**src/rtl/isprl_pkg.sv**
```systemverilog
/*
 * Constants and carrier types for the service-region lock and entry block.
 * Assumes a 16K-byte program flash with 14-bit byte addresses.
 */
package isprl_pkg;

    localparam int ISPRL_AW = 14;
    localparam logic [14:0] ISPRL_FLASH_TOP = 15'h4000;
    localparam logic [4:0] ISPRL_LOCK_MAX = 5'h10;
    localparam int ISPRL_BLOCK_SHIFT = 8;
    localparam logic [7:0] ISPRL_BLANK_BYTE = 8'hFF;
    localparam logic [13:0] ISPRL_RESET_VECTOR = 14'h0000;
    localparam logic [13:0] ISPRL_FLASH_LAST = 14'h3FFF;
    localparam logic ISPRL_RX_IDLE = 1'b1;
    localparam logic [1:0] ISPRL_RX_CLOCKS = 2'h2;
    localparam logic [7:0] ISPRL_ENTRY_SEL_RST = 8'h00;
    localparam logic [3:0] ISPRL_FLAGS_RST = 4'h0;

    // Entry trigger bit positions in the flag vector
    localparam int ISPRL_TRIG_BLANK = 0;
    localparam int ISPRL_TRIG_STRAP2 = 1;
    localparam int ISPRL_TRIG_STRAP4 = 2;
    localparam int ISPRL_TRIG_RXCLK = 3;

    typedef enum logic [2:0] {
        ISPRL_PM_ACTIVE = 3'b001,
        ISPRL_PM_IDLE = 3'b010,
        ISPRL_PM_DOWN = 3'b100
    } isprl_pmode_t;

    typedef enum logic [2:0] {
        ISPRL_ST_RESET = 3'b001,
        ISPRL_ST_WATCH = 3'b010,
        ISPRL_ST_RUN = 3'b100
    } isprl_state_t;

    // Flash write/erase request from the flash controller
    typedef struct packed {
        logic valid;
        logic erase_chip;
        logic erase_page;
        logic [13:0] addr;
    } isprl_flash_req_t;

    // Straps and receive pin as sampled during reset
    typedef struct packed {
        logic strap_pin_a;
        logic strap_pin_b;
        logic strap_pin_c;
        logic serial_rx_entry_pin;
    } isprl_pins_t;

endpackage : isprl_pkg

```
**src/rtl/isprl_top.sv**
```systemverilog
/*
 * Service-region lock and boot-entry logic of the program flash.
 * Assumes synchronous pins, reset sources given as levels on mclk_i and
 * the lock count and entry selects held stable by the option store.
 */
// Function
// RL1: Region size is lock count times 256 bytes, count 0 to 16, top 4K.
// RL2: Lock count zero means no region; all flash is program memory.
// RL3: Region grows down from top address, start is a 256-byte multiple.
// RL4: Start equals 0x4000 minus count times 256; empty when count zero.
// RL5: Chip erase spares every byte inside the locked region.
// RL6: Region readable unless protected; protection blocks all flash reads.
// RL7: Programmed region locks itself; only an external writer alters it.
// RL8: Service program may start in active or idle, never power-down.
// RL9: Reset with blank byte zero loads the region start into the PC.
// RL10: Firmware may enter by a jump to the region start.
// RL11: Enter when both port-2 straps or the port-4 strap are low at reset.
// RL12: Enter when two clocks appear on the receive pin around reset.
// RL13: Eight entry choices: four triggers times power-on or pad reset.
// RL14: Straps and receive pin sampled in reset; any enabled match enters.
// RL15: Return to firmware by reset, watchdog reset or jump to zero.
// RL16: System holds straps inactive in reset unless entry is wanted.
// RL17: Program or page erase aimed inside the region has no effect.
// RL18: Four read-only entry-path flags report the path, cleared by reset.
`timescale 1ns/1ps
module isprl_top
    import isprl_pkg::*;
(
    // Clock and reset
    input wire logic mclk_i,
    input wire logic reset_n_i,
    // Reset sources, high while held
    input wire logic por_active_i,
    input wire logic pad_reset_i,
    // Option settings
    input wire logic [4:0] lock_count_i,
    input wire logic [7:0] entry_sel_i,
    input wire logic protect_i,
    input wire isprl_pmode_t pmode_i,
    // Pins
    input wire isprl_pins_t pins_i,
    // Flash byte zero and core fetch
    input wire logic [7:0] flash_byte0_i,
    input wire logic jump_i,
    input wire logic [13:0] jump_addr_i,
    input wire logic [13:0] read_addr_i,
    // Flash write and erase requests
    input wire isprl_flash_req_t flash_req_i,
    // Outputs
    output logic [13:0] region_start_o,
    output logic region_valid_o,
    output logic [13:0] boot_pc_o,
    output logic boot_valid_o,
    output logic isp_mode_o,
    output logic [3:0] entry_path_flag_o,
    output logic read_allow_o,
    output logic write_allow_o,
    output logic chip_erase_o,
    output logic [13:0] erase_keep_from_o
);

    isprl_state_t state;
    isprl_state_t next_state;
    logic [4:0] lock_count;
    logic [14:0] next_start;
    logic region_on;
    logic in_reset;
    logic pad_seen;
    logic rx_prev;
    logic [1:0] rx_clocks;
    logic [2:0] trig;
    logic rx_done;
    logic [3:0] hits;
    logic [3:0] enabled;
    logic active_ok;
    logic in_region_w;
    logic in_region_r;
    logic entry;

    // Counts above 16 are clamped to the 4K window
    always_comb begin
        lock_count = (lock_count_i > ISPRL_LOCK_MAX) ? ISPRL_LOCK_MAX
                     : lock_count_i; // see RL1
    end

    // Region grows down from the top; a zero count leaves it empty
    always_comb begin
        next_start = ISPRL_FLASH_TOP
                     - {2'h0, lock_count, 8'h00}; // see RL4
        region_on = (lock_count != 5'h00); // see RL2
    end

    // Start of the region as seen by the core, refreshed every cycle
    always_ff @(posedge mclk_i or negedge reset_n_i) begin
        if (!reset_n_i) begin
            region_start_o <= ISPRL_RESET_VECTOR;
        end else begin
            region_start_o <= next_start[13:0]; // see RL3
        end
    end

    always_ff @(posedge mclk_i or negedge reset_n_i) begin
        if (!reset_n_i) begin
            region_valid_o <= 1'b0;
        end else begin
            region_valid_o <= region_on; // see RL2
        end
    end

    // Either source opens a hardware reset period
    assign in_reset = por_active_i | pad_reset_i;

    always_comb begin
        next_state = state;
        case (state)
            ISPRL_ST_RESET: begin
                if (!in_reset) begin
                    next_state = ISPRL_ST_WATCH;
                end
            end
            ISPRL_ST_WATCH: begin
                next_state = ISPRL_ST_RUN;
            end
            ISPRL_ST_RUN: begin
                if (in_reset) begin
                    next_state = ISPRL_ST_RESET;
                end
            end
            default: begin
                next_state = ISPRL_ST_RESET;
            end
        endcase
    end

    // Reset period, one watch cycle for the decision, then run
    always_ff @(posedge mclk_i or negedge reset_n_i) begin
        if (!reset_n_i) begin
            state <= ISPRL_ST_RESET;
        end else begin
            state <= next_state;
        end
    end

    // Which reset source opened this period; pad wins if both seen
    always_ff @(posedge mclk_i or negedge reset_n_i) begin
        if (!reset_n_i) begin
            pad_seen <= 1'b0;
        end else if (state == ISPRL_ST_RUN && in_reset) begin
            pad_seen <= pad_reset_i;
        end else if (state == ISPRL_ST_RESET && pad_reset_i) begin
            pad_seen <= 1'b1;
        end
    end

    // Pin idles high, so the edge detector resets high: no false edge
    always_ff @(posedge mclk_i or negedge reset_n_i) begin
        if (!reset_n_i) begin
            rx_prev <= ISPRL_RX_IDLE;
        end else begin
            rx_prev <= pins_i.serial_rx_entry_pin;
        end
    end

    // Rising edges on the receive pin, counted in and just after reset
    always_ff @(posedge mclk_i or negedge reset_n_i) begin
        if (!reset_n_i) begin
            rx_clocks <= 2'h0;
        end else if (state == ISPRL_ST_RUN) begin
            rx_clocks <= 2'h0;
        end else if (pins_i.serial_rx_entry_pin && !rx_prev
                     && rx_clocks != ISPRL_RX_CLOCKS) begin
            rx_clocks <= rx_clocks + 2'h1; // see RL12
        end
    end

    // Blank byte zero and strap levels sampled while reset is held
    always_ff @(posedge mclk_i or negedge reset_n_i) begin
        if (!reset_n_i) begin
            trig <= 3'h0;
        end else if (state == ISPRL_ST_RESET) begin
            trig[ISPRL_TRIG_BLANK] <= (flash_byte0_i
                                       == ISPRL_BLANK_BYTE); // see RL9
            trig[ISPRL_TRIG_STRAP2] <= !pins_i.strap_pin_a
                                       && !pins_i.strap_pin_b; // see RL11
            trig[ISPRL_TRIG_STRAP4] <= !pins_i.strap_pin_c; // see RL11
        end
    end

    // Even select bits pair with power-on reset, odd with pad reset
    always_comb begin
        for (int i = 0; i < 4; i++) begin
            enabled[i] = pad_seen ? entry_sel_i[2*i+1]
                         : entry_sel_i[2*i]; // see RL13
        end
    end

    // Service program never starts from power-down
    assign active_ok = (pmode_i != ISPRL_PM_DOWN); // see RL8

    // Triggers met whose entry choice matches the reset source seen
    always_comb begin
        rx_done = (rx_clocks == ISPRL_RX_CLOCKS); // see RL12
        hits = enabled & {rx_done, trig}; // see RL13
    end

    always_comb begin
        entry = 1'b0;
        if (state == ISPRL_ST_WATCH && region_on && active_ok) begin
            entry = |hits; // see RL14
        end
    end

    // Boot vector decided one cycle after reset release
    always_ff @(posedge mclk_i or negedge reset_n_i) begin
        if (!reset_n_i) begin
            boot_valid_o <= 1'b0;
        end else begin
            boot_valid_o <= (state == ISPRL_ST_WATCH); // see RL14
        end
    end

    // Program counter the core starts from after each reset period
    always_ff @(posedge mclk_i or negedge reset_n_i) begin
        if (!reset_n_i) begin
            boot_pc_o <= ISPRL_RESET_VECTOR;
        end else if (state == ISPRL_ST_WATCH) begin
            boot_pc_o <= entry ? next_start[13:0]
                         : ISPRL_RESET_VECTOR; // see RL9
        end
    end

    // Flags clear through the reset period, set at the decision
    always_ff @(posedge mclk_i or negedge reset_n_i) begin
        if (!reset_n_i) begin
            entry_path_flag_o <= ISPRL_FLAGS_RST;
        end else if (state == ISPRL_ST_RESET) begin
            entry_path_flag_o <= ISPRL_FLAGS_RST; // see RL18
        end else if (state == ISPRL_ST_WATCH && entry) begin
            entry_path_flag_o <= hits; // see RL18
        end
    end

    // Service mode by reset entry or by a jump; left by jump to zero
    always_ff @(posedge mclk_i or negedge reset_n_i) begin
        if (!reset_n_i) begin
            isp_mode_o <= 1'b0;
        end else if (state != ISPRL_ST_RUN) begin
            isp_mode_o <= entry; // see RL14
        end else if (jump_i && region_on && active_ok
                     && jump_addr_i == next_start[13:0]) begin
            isp_mode_o <= 1'b1; // see RL10
        // A jump to zero hands control back to the firmware
        end else if (jump_i && jump_addr_i == ISPRL_RESET_VECTOR) begin
            isp_mode_o <= 1'b0; // see RL15
        end
    end

    // Requests and reads that fall inside the locked region
    always_comb begin
        in_region_w = region_on
            && ({1'b0, flash_req_i.addr} >= next_start); // see RL17
        in_region_r = region_on && ({1'b0, read_addr_i} >= next_start);
    end

    // Protection blocks every read, the region's own included
    always_ff @(posedge mclk_i or negedge reset_n_i) begin
        if (!reset_n_i) begin
            read_allow_o <= 1'b0;
        end else begin
            read_allow_o <= !protect_i
                && (in_region_r || !in_region_r); // see RL6
        end
    end

    // Region is never writable in system; only an external writer can
    always_ff @(posedge mclk_i or negedge reset_n_i) begin
        if (!reset_n_i) begin
            write_allow_o <= 1'b0;
        end else begin
            write_allow_o <= flash_req_i.valid && !flash_req_i.erase_chip
                             && !in_region_w; // see RL7
        end
    end

    always_ff @(posedge mclk_i or negedge reset_n_i) begin
        if (!reset_n_i) begin
            chip_erase_o <= 1'b0;
        end else begin
            chip_erase_o <= flash_req_i.valid
                            && flash_req_i.erase_chip; // see RL5
        end
    end

    // First address a chip erase must spare; top address when no region
    always_ff @(posedge mclk_i or negedge reset_n_i) begin
        if (!reset_n_i) begin
            erase_keep_from_o <= ISPRL_RESET_VECTOR;
        end else begin
            erase_keep_from_o <= region_on ? next_start[13:0]
                                 : ISPRL_FLASH_LAST; // see RL5
        end
    end

endmodule : isprl_top
```
**config.mk**
```make
export PLATFORM = sky130hd
export DESIGN_NAME = isprl_top
export DESIGN_NICKNAME = d
export VERILOG_FILES = /design/src/rtl/isprl_pkg.sv /design/src/rtl/isprl_top.sv
export SDC_FILE = /design/constraint.sdc
export NUM_CORES = 1
export LEC_CHECK = 0
export CAP_MARGIN = 15
export CORE_ASPECT_RATIO = 0.75
export CORE_UTILIZATION = 67
export DETAILED_ROUTE_END_ITERATION = 8
export DONT_BUFFER_PORTS = 1
export PLACE_DENSITY_LB_ADDON = 0.08
export SLEW_MARGIN = 0
export SYNTH_ARGS = -nofsm -noshare
export SYNTH_HDL_FRONTEND = slang
export SYNTH_SLANG_ARGS = --single-unit
```
**constraint.sdc**
```tcl
create_clock -name mclk_i -period 4.5 [get_ports mclk_i]
set_input_delay 0.45 -clock mclk_i [delete_from_list [all_inputs] [get_ports mclk_i]]
set_output_delay 0.45 -clock mclk_i [all_outputs]
set_load 0.02 [all_outputs]
```
==> Yosys cells after proc, flatten, opt, wreduce, memory -nomap -nowiden <==
Cells that the tools add are included.
{ "totals": {"wordCells": 83, "reg_bits": 62} }
{ "classes": {"n_reduce_logical": 31, "addsub": 2, "bitwise_logic": 2, "order_cmp": 2, "eq_ne": 11, "mux": 20} }
{ "ops": {"columns": ["cell", "n"], "rows": [
  ["$mux 14", 2],
  ["$logic_and 1x1->1", 16],
  ["$ge 14x15->1", 1],
  ["$sub 15x13->15 const A", 1],
  ["$eq 14x14->1", 1],
  ["$logic_not 14->1", 1],
  ["$mux 1", 10],
  ["$pmux 3 s3", 1],
  ["$eq 8x8->1 const B", 1],
  ["$mux 4", 2],
  ["$logic_not 1->1", 7],
  ["$mux 3", 2],
  ["$ne 2x2->1 const B", 3],
  ["$ne 3x3->1 const B", 2],
  ["$reduce_bool 2->1", 3],
  ["$gt 5x5->1 const B", 1],
  ["$mux 5", 1],
  ["$reduce_bool 5->1", 1],
  ["$and 4x4->4", 1],
  ["$mux 2", 2],
  ["$reduce_or 4->1", 1],
  ["$eq 3x1->1 const B", 1],
  ["$eq 3x2->1 const B", 1],
  ["$eq 3x3->1 const B", 1],
  ["other kinds (5)", 5]
]} }

==> Logic depth before layout (Yosys ltp) <==
{ "logic_depth": {"depth_word": 9, "ltp_mapped": 11, "ltp_nobuf": 11} }

==> Worst setup path after synthesis <==
No wires, ideal clock.
{ "synth_timing": {"kind": "input-to-reg", "startpoint": "in lock_count_i[0]", "endpoint": "reg write_allow_o", "setup_time_ps": 129, "path_stages": 9, "arrival_time_ps": 2311, "setup_slack_ps": 2060, "path_cell_list": "nor3_1 > xnor2_1 > nand2_1 > ha_1 > or4b_2 > nor3_1 > nor4_1 > a221oi_1 > nor3b_1"} }
{ "synth_via": {"elab_chain_len": 7} }
{ "synth_lines": {"columns": ["item", "line", "text"], "rows": [
  ["from (decl)", "isprl_top.sv:36", "input wire logic [4:0] lock_count_i,"],
  ["$gt 5x5->1", "isprl_top.sv:82", "lock_count = (lock_count_i > ISPRL_LOCK_MAX) ? ISPRL_LOCK_MAX"],
  ["$mux 5 *", "isprl_top.sv:82", null],
  ["$sub 15x13->15", "isprl_top.sv:89", "- {2'h0, lock_count, 8'h00};"],
  ["$ge 14x15->1", "isprl_top.sv:261", "&& ({1'b0, flash_req_i.addr} >= next_start);"],
  ["$logic_and 1x1->1 *", "isprl_top.sv:261", null],
  ["$logic_not 1->1 *", "isprl_top.sv:281", "&& !in_region_w;"],
  ["$logic_and 1x1->1 *", "isprl_top.sv:281", null],
  ["to (signal assigned)", "isprl_top.sv:280", "write_allow_o <= flash_req_i.valid && !flash_req_i.erase_chip"],
  ["to (decl)", "isprl_top.sv:57", "output logic write_allow_o,"]
]} }
Mark *: on every way between the ends. The rest lies on a longest branch, timed or not.
A chain may end at the register's enable or synchronous reset.

==> Final worst setup path <==
{ "layout_timing": {"startpoint": "in lock_count_i[0]", "endpoint": "reg write_allow_o"} }
{ "layout_via": {"elab_chain_len": 7} }
{ "layout_lines": {"columns": ["item", "line", "text"], "rows": [
  ["$gt 5x5->1", "isprl_top.sv:82", null],
  ["$mux 5 *", "isprl_top.sv:82", null],
  ["$sub 15x13->15 *", "isprl_top.sv:89", null],
  ["via next_start[10]", "isprl_top.sv:65", "logic [14:0] next_start;"],
  ["$ge 14x15->1 *", "isprl_top.sv:261", null],
  ["$logic_and 1x1->1 *", "isprl_top.sv:261", null],
  ["$logic_not 1->1 *", "isprl_top.sv:281", null],
  ["$logic_and 1x1->1 *", "isprl_top.sv:281", null]
]} }
The timed path passes the listed nets; every way through them passes the cells marked *.

==> results.json <==
{
  "status": "finished, final reports clean",
  "cts.clk_slew.worst_paths_ns": 0.07,
  "dr.first_iter.drc_count": 94,
  "synthArstFlopShare": 1.00,
  "tightestPinTransition_ns": 0.570,
  "yosysMostFrequentCell": "dfrtp_1",
  "start_util": 0.740,
  "hold_viol": 0,
  "slew_headroom": 0.620,
  "ys_seq_elements": 39,
  "fp.dieArea_sq_mm": 0.00323,
  "ys_warn_count": 0,
  "final_cell_area_sq_mm": 0.00209,
  "p_sw_frac": 0.278,
  "cpPeakStageDelay_ns": 0.45,
  "coreArea_sq_mm": 0.00272,
  "cp.arrival_ns": 3.07,
  "netlist.area_leader.share": 0.459,
  "detail-route-antenna-nets": 0,
  "cts_buffer_depth": 2,
  "gp_routability_congestion": 0.912,
  "ir_drop_v": 0.000334,
  "fin_total_pwr_mw": 0.928,
  "layout-drive-gt1-share": 0.116,
  "wire_per_inst_um": 18.2,
  "crit_cells": 11,
  "p_seq_frac": 0.479,
  "critPathBufInv": 2,
  "hold_path_depth": 0,
  "port_buffers": 0,
  "place_area_sq_mm": 0.00191,
  "netlist_top_cells_area": "dfrtp_1 46%, buf_4 8.6%, ha_1 6.2%",
  "hpwl_mm": 3.06,
  "cp-end-kind": "flop",
  "crit_required_ns": 4.65,
  "p_per_area_mw_per_mm2": 445,
  "drc": 0,
  "fillers": 187,
  "row_count": 16,
  "cts_max_level": 2,
  "path_cells": "nor2b_1 > inv_1 > ha_1 > xnor2_1 > inv_1 > ha_1 > nand4b_1 > nor3_1 > nor4_1 > a221oi_1 > nor3b_1",
  "regArea_sq_um": 978,
  "cts_resized": 0,
  "skew_ns": 0.00385,
  "drt-total-wl_mm": 4.11,
  "ys.flop_type": "dfrtp_1",
  "grt-ovfl-total": 0,
  "critPathKind": "input pin to flop",
  "finalNonFillerCells": 226,
  "synth_edf_count": 0,
  "cts_buffers": 5,
  "synthCells": 190,
  "die-height_um": 49.5,
  "die_x_um": 65.3,
  "synth_cell_types": 37,
  "crit_slowest_cell": "nor2b_1",
  "post-route-min-period_ns": 2.92,
  "synth_area_sq_mm": 0.00202,
  "grt_pass1_vias": 1312,
  "crit_fanout": 5,
  "finalSetupViolations": 0,
  "yosysSeqAreaShare": 0.485,
  "r2r_cells": 5,
  "drv_slew": 0,
  "grt_antenna_before_repair": 0,
  "fmax_mhz": 343,
  "holdCritPathClass": "input pin to flop",
  "dr.pass1.iters": 4,
  "fin_crit_sh": 0.649,
  "multiInputGateArea_sq_um": 823,
  "clock_latency_ns": 0.28,
  "cts_tree": "done",
  "rsz0062_at_grt": "no",
  "power.leakage_nw": 0.975,
  "dp_cells": 215,
  "root_buffer": "clkbuf_8",
  "nets": 278,
  "grt_use_total": 0.271,
  "area_growth_pct": 3.54,
  "ios": 131,
  "n_antenna_cell": 0,
  "vias": 1321,
  "power_frac_comb": 0.158,
  "p_switching_mw": 0.258,
  "grt_pass1_wl_mm": 6.42,
  "ys_top_cells_by_count": "37 x dfrtp_1, 23 x buf_4, 19 x nand2_1, 16 x inv_1",
  "crit_path_start_kind": "input pin",
  "synth_top_area_cell": "dfrtp_1",
  "viasPerCell": 5.85,
  "avgSynthCellArea_sq_um": 10.6,
  "crit_family": "simple AND/OR/NAND/NOR gates",
  "post-route-util": 0.767,
  "max_cap_violations": 0,
  "setup_tns_ns": 0,
  "p_int_mw": 0.670,
  "grt_max_degree": 38,
  "cts_sinks": 39,
  "pwr-share-clk": 0.363
}
-- logic make-up (layout without fill, tap and decap cells) --
logic type,count (synthesis),after routing,synth area share
other,1,16,0.00186
XOR/XNOR,9,9,0.0391
multiplexers,5,5,0.0273
buffers and inverters,43,28,0.134
adder cells (fa/ha/maj),10,10,0.0621
AND/OR/NAND/NOR,56,56,0.145
flip-flops,39,39,0.485
AO/OA/AOI/OAI,27,27,0.105
-- final timing paths --
| path | start | end | slack, ns |
|---|---|---|---|
| min reg2reg | trig[1]$_DFFE_PN0P_ | trig[1]$_DFFE_PN0P_ | 0.50 |
| max in group asynchronous | reset_n_i | read_allow_o$_DFF_PN0_ | 3.59 |
| min | pins_i[0] | rx_prev$_DFF_PN1_ | 0.16 |
| max | lock_count_i[0] | write_allow_o$_DFF_PN0_ | 1.58 |
| max reg2reg | state[2]$_DFFE_PN0P_ | entry_path_flag_o[2]$_DFFE_PN0P_ | 2.26 |
| min in group asynchronous | reset_n_i | rx_prev$_DFF_PN1_ | 0.57 |
-- per-layer routing --
metal | part of all wire | vias up | wire length [um] | global-route usage
met3 | 0.11 | 0 | 457 | 0.0995
met1 | 0.42 | 634 | 1720 | 0.374
met2 | 0.47 | 83 | 1930 | 0.409
met4 | 0 | 0 | 0 | 0.0616
met5 | 0 | - | 0 | 0
li1 | - | 604 | - | -
-- layout by cell type (no fill, tap or decap), drive strengths merged, types with 4 or more instances in the layout --
master / Yosys / routed
dfrtp: 37 / 37
nand2: 19 / 19
inv: 16 / 16
conb: 1 / 16
nor2: 10 / 10
ha: 10 / 10
xnor2: 8 / 8
o21ai: 8 / 8
clkbuf: 1 / 6
a22o: 6 / 6
nor3: 4 / 4
nand4: 4 / 4
mux2: 4 / 4
o31ai: 4 / 4
nand3b: 4 / 4
-- cell type report --
type / count / share of cell area
tap: 36 / 0.0216
timing repair buffer: 4 / 0.0228
multi-input combinational: 123 / 0.394
sequential: 39 / 0.469
inverter: 16 / 0.0288
clock buffer: 6 / 0.0348
clock inverter: 2 / 0.0288
-- power by group through the flow --
stage          sequential, mW  combinational, mW  clock [mW]
2_1_floorplan           0.446              0.127           0
3_3_place_gp            0.449              0.124           0
3_5_place_dp            0.451              0.135           0
4_1_cts                 0.445              0.145       0.340
5_1_grt                 0.449              0.162       0.361
6_report                0.445              0.146       0.337
-- worst reg2reg max path, stage by stage, from the launching register on --
cell      delay [ns]
dfrtp_1         0.40
or3b_1          0.55
a211o_4         0.41
a41oi_2         0.49
nand3b_1        0.20
o21ai_1         0.08
-- flip-flops by register name (all words and copies together), names as in the netlist --
signal,count
isp_mode_o,1
state,3
region_start_o,6
chip_erase_o,1
pad_seen,1
read_allow_o,1
rx_prev,1
boot_pc_o,6
rx_clocks,2
write_allow_o,1
erase_keep_from_o,7
boot_valid_o,1
entry_path_flag_o,4
region_valid_o,1
trig,3
-- through the flow --
step           setup slack [ns]  hold slack (ns)
2_1_floorplan              2.06            0.154
3_3_place_gp               1.58            0.155
3_5_place_dp               1.42            0.155
4_1_cts                    1.65            0.156
5_1_grt                    1.39            0.145
6_report                   1.58            0.163
-- timing repair --
action,4_1_cts,5_1_grt
hold buffers,3,0
endpoints found under the setup margin,0,0
endpoints found under the hold margin,37,0
setup buffers,0,0
No activity file was read; power rests on OpenSTA's default activity.
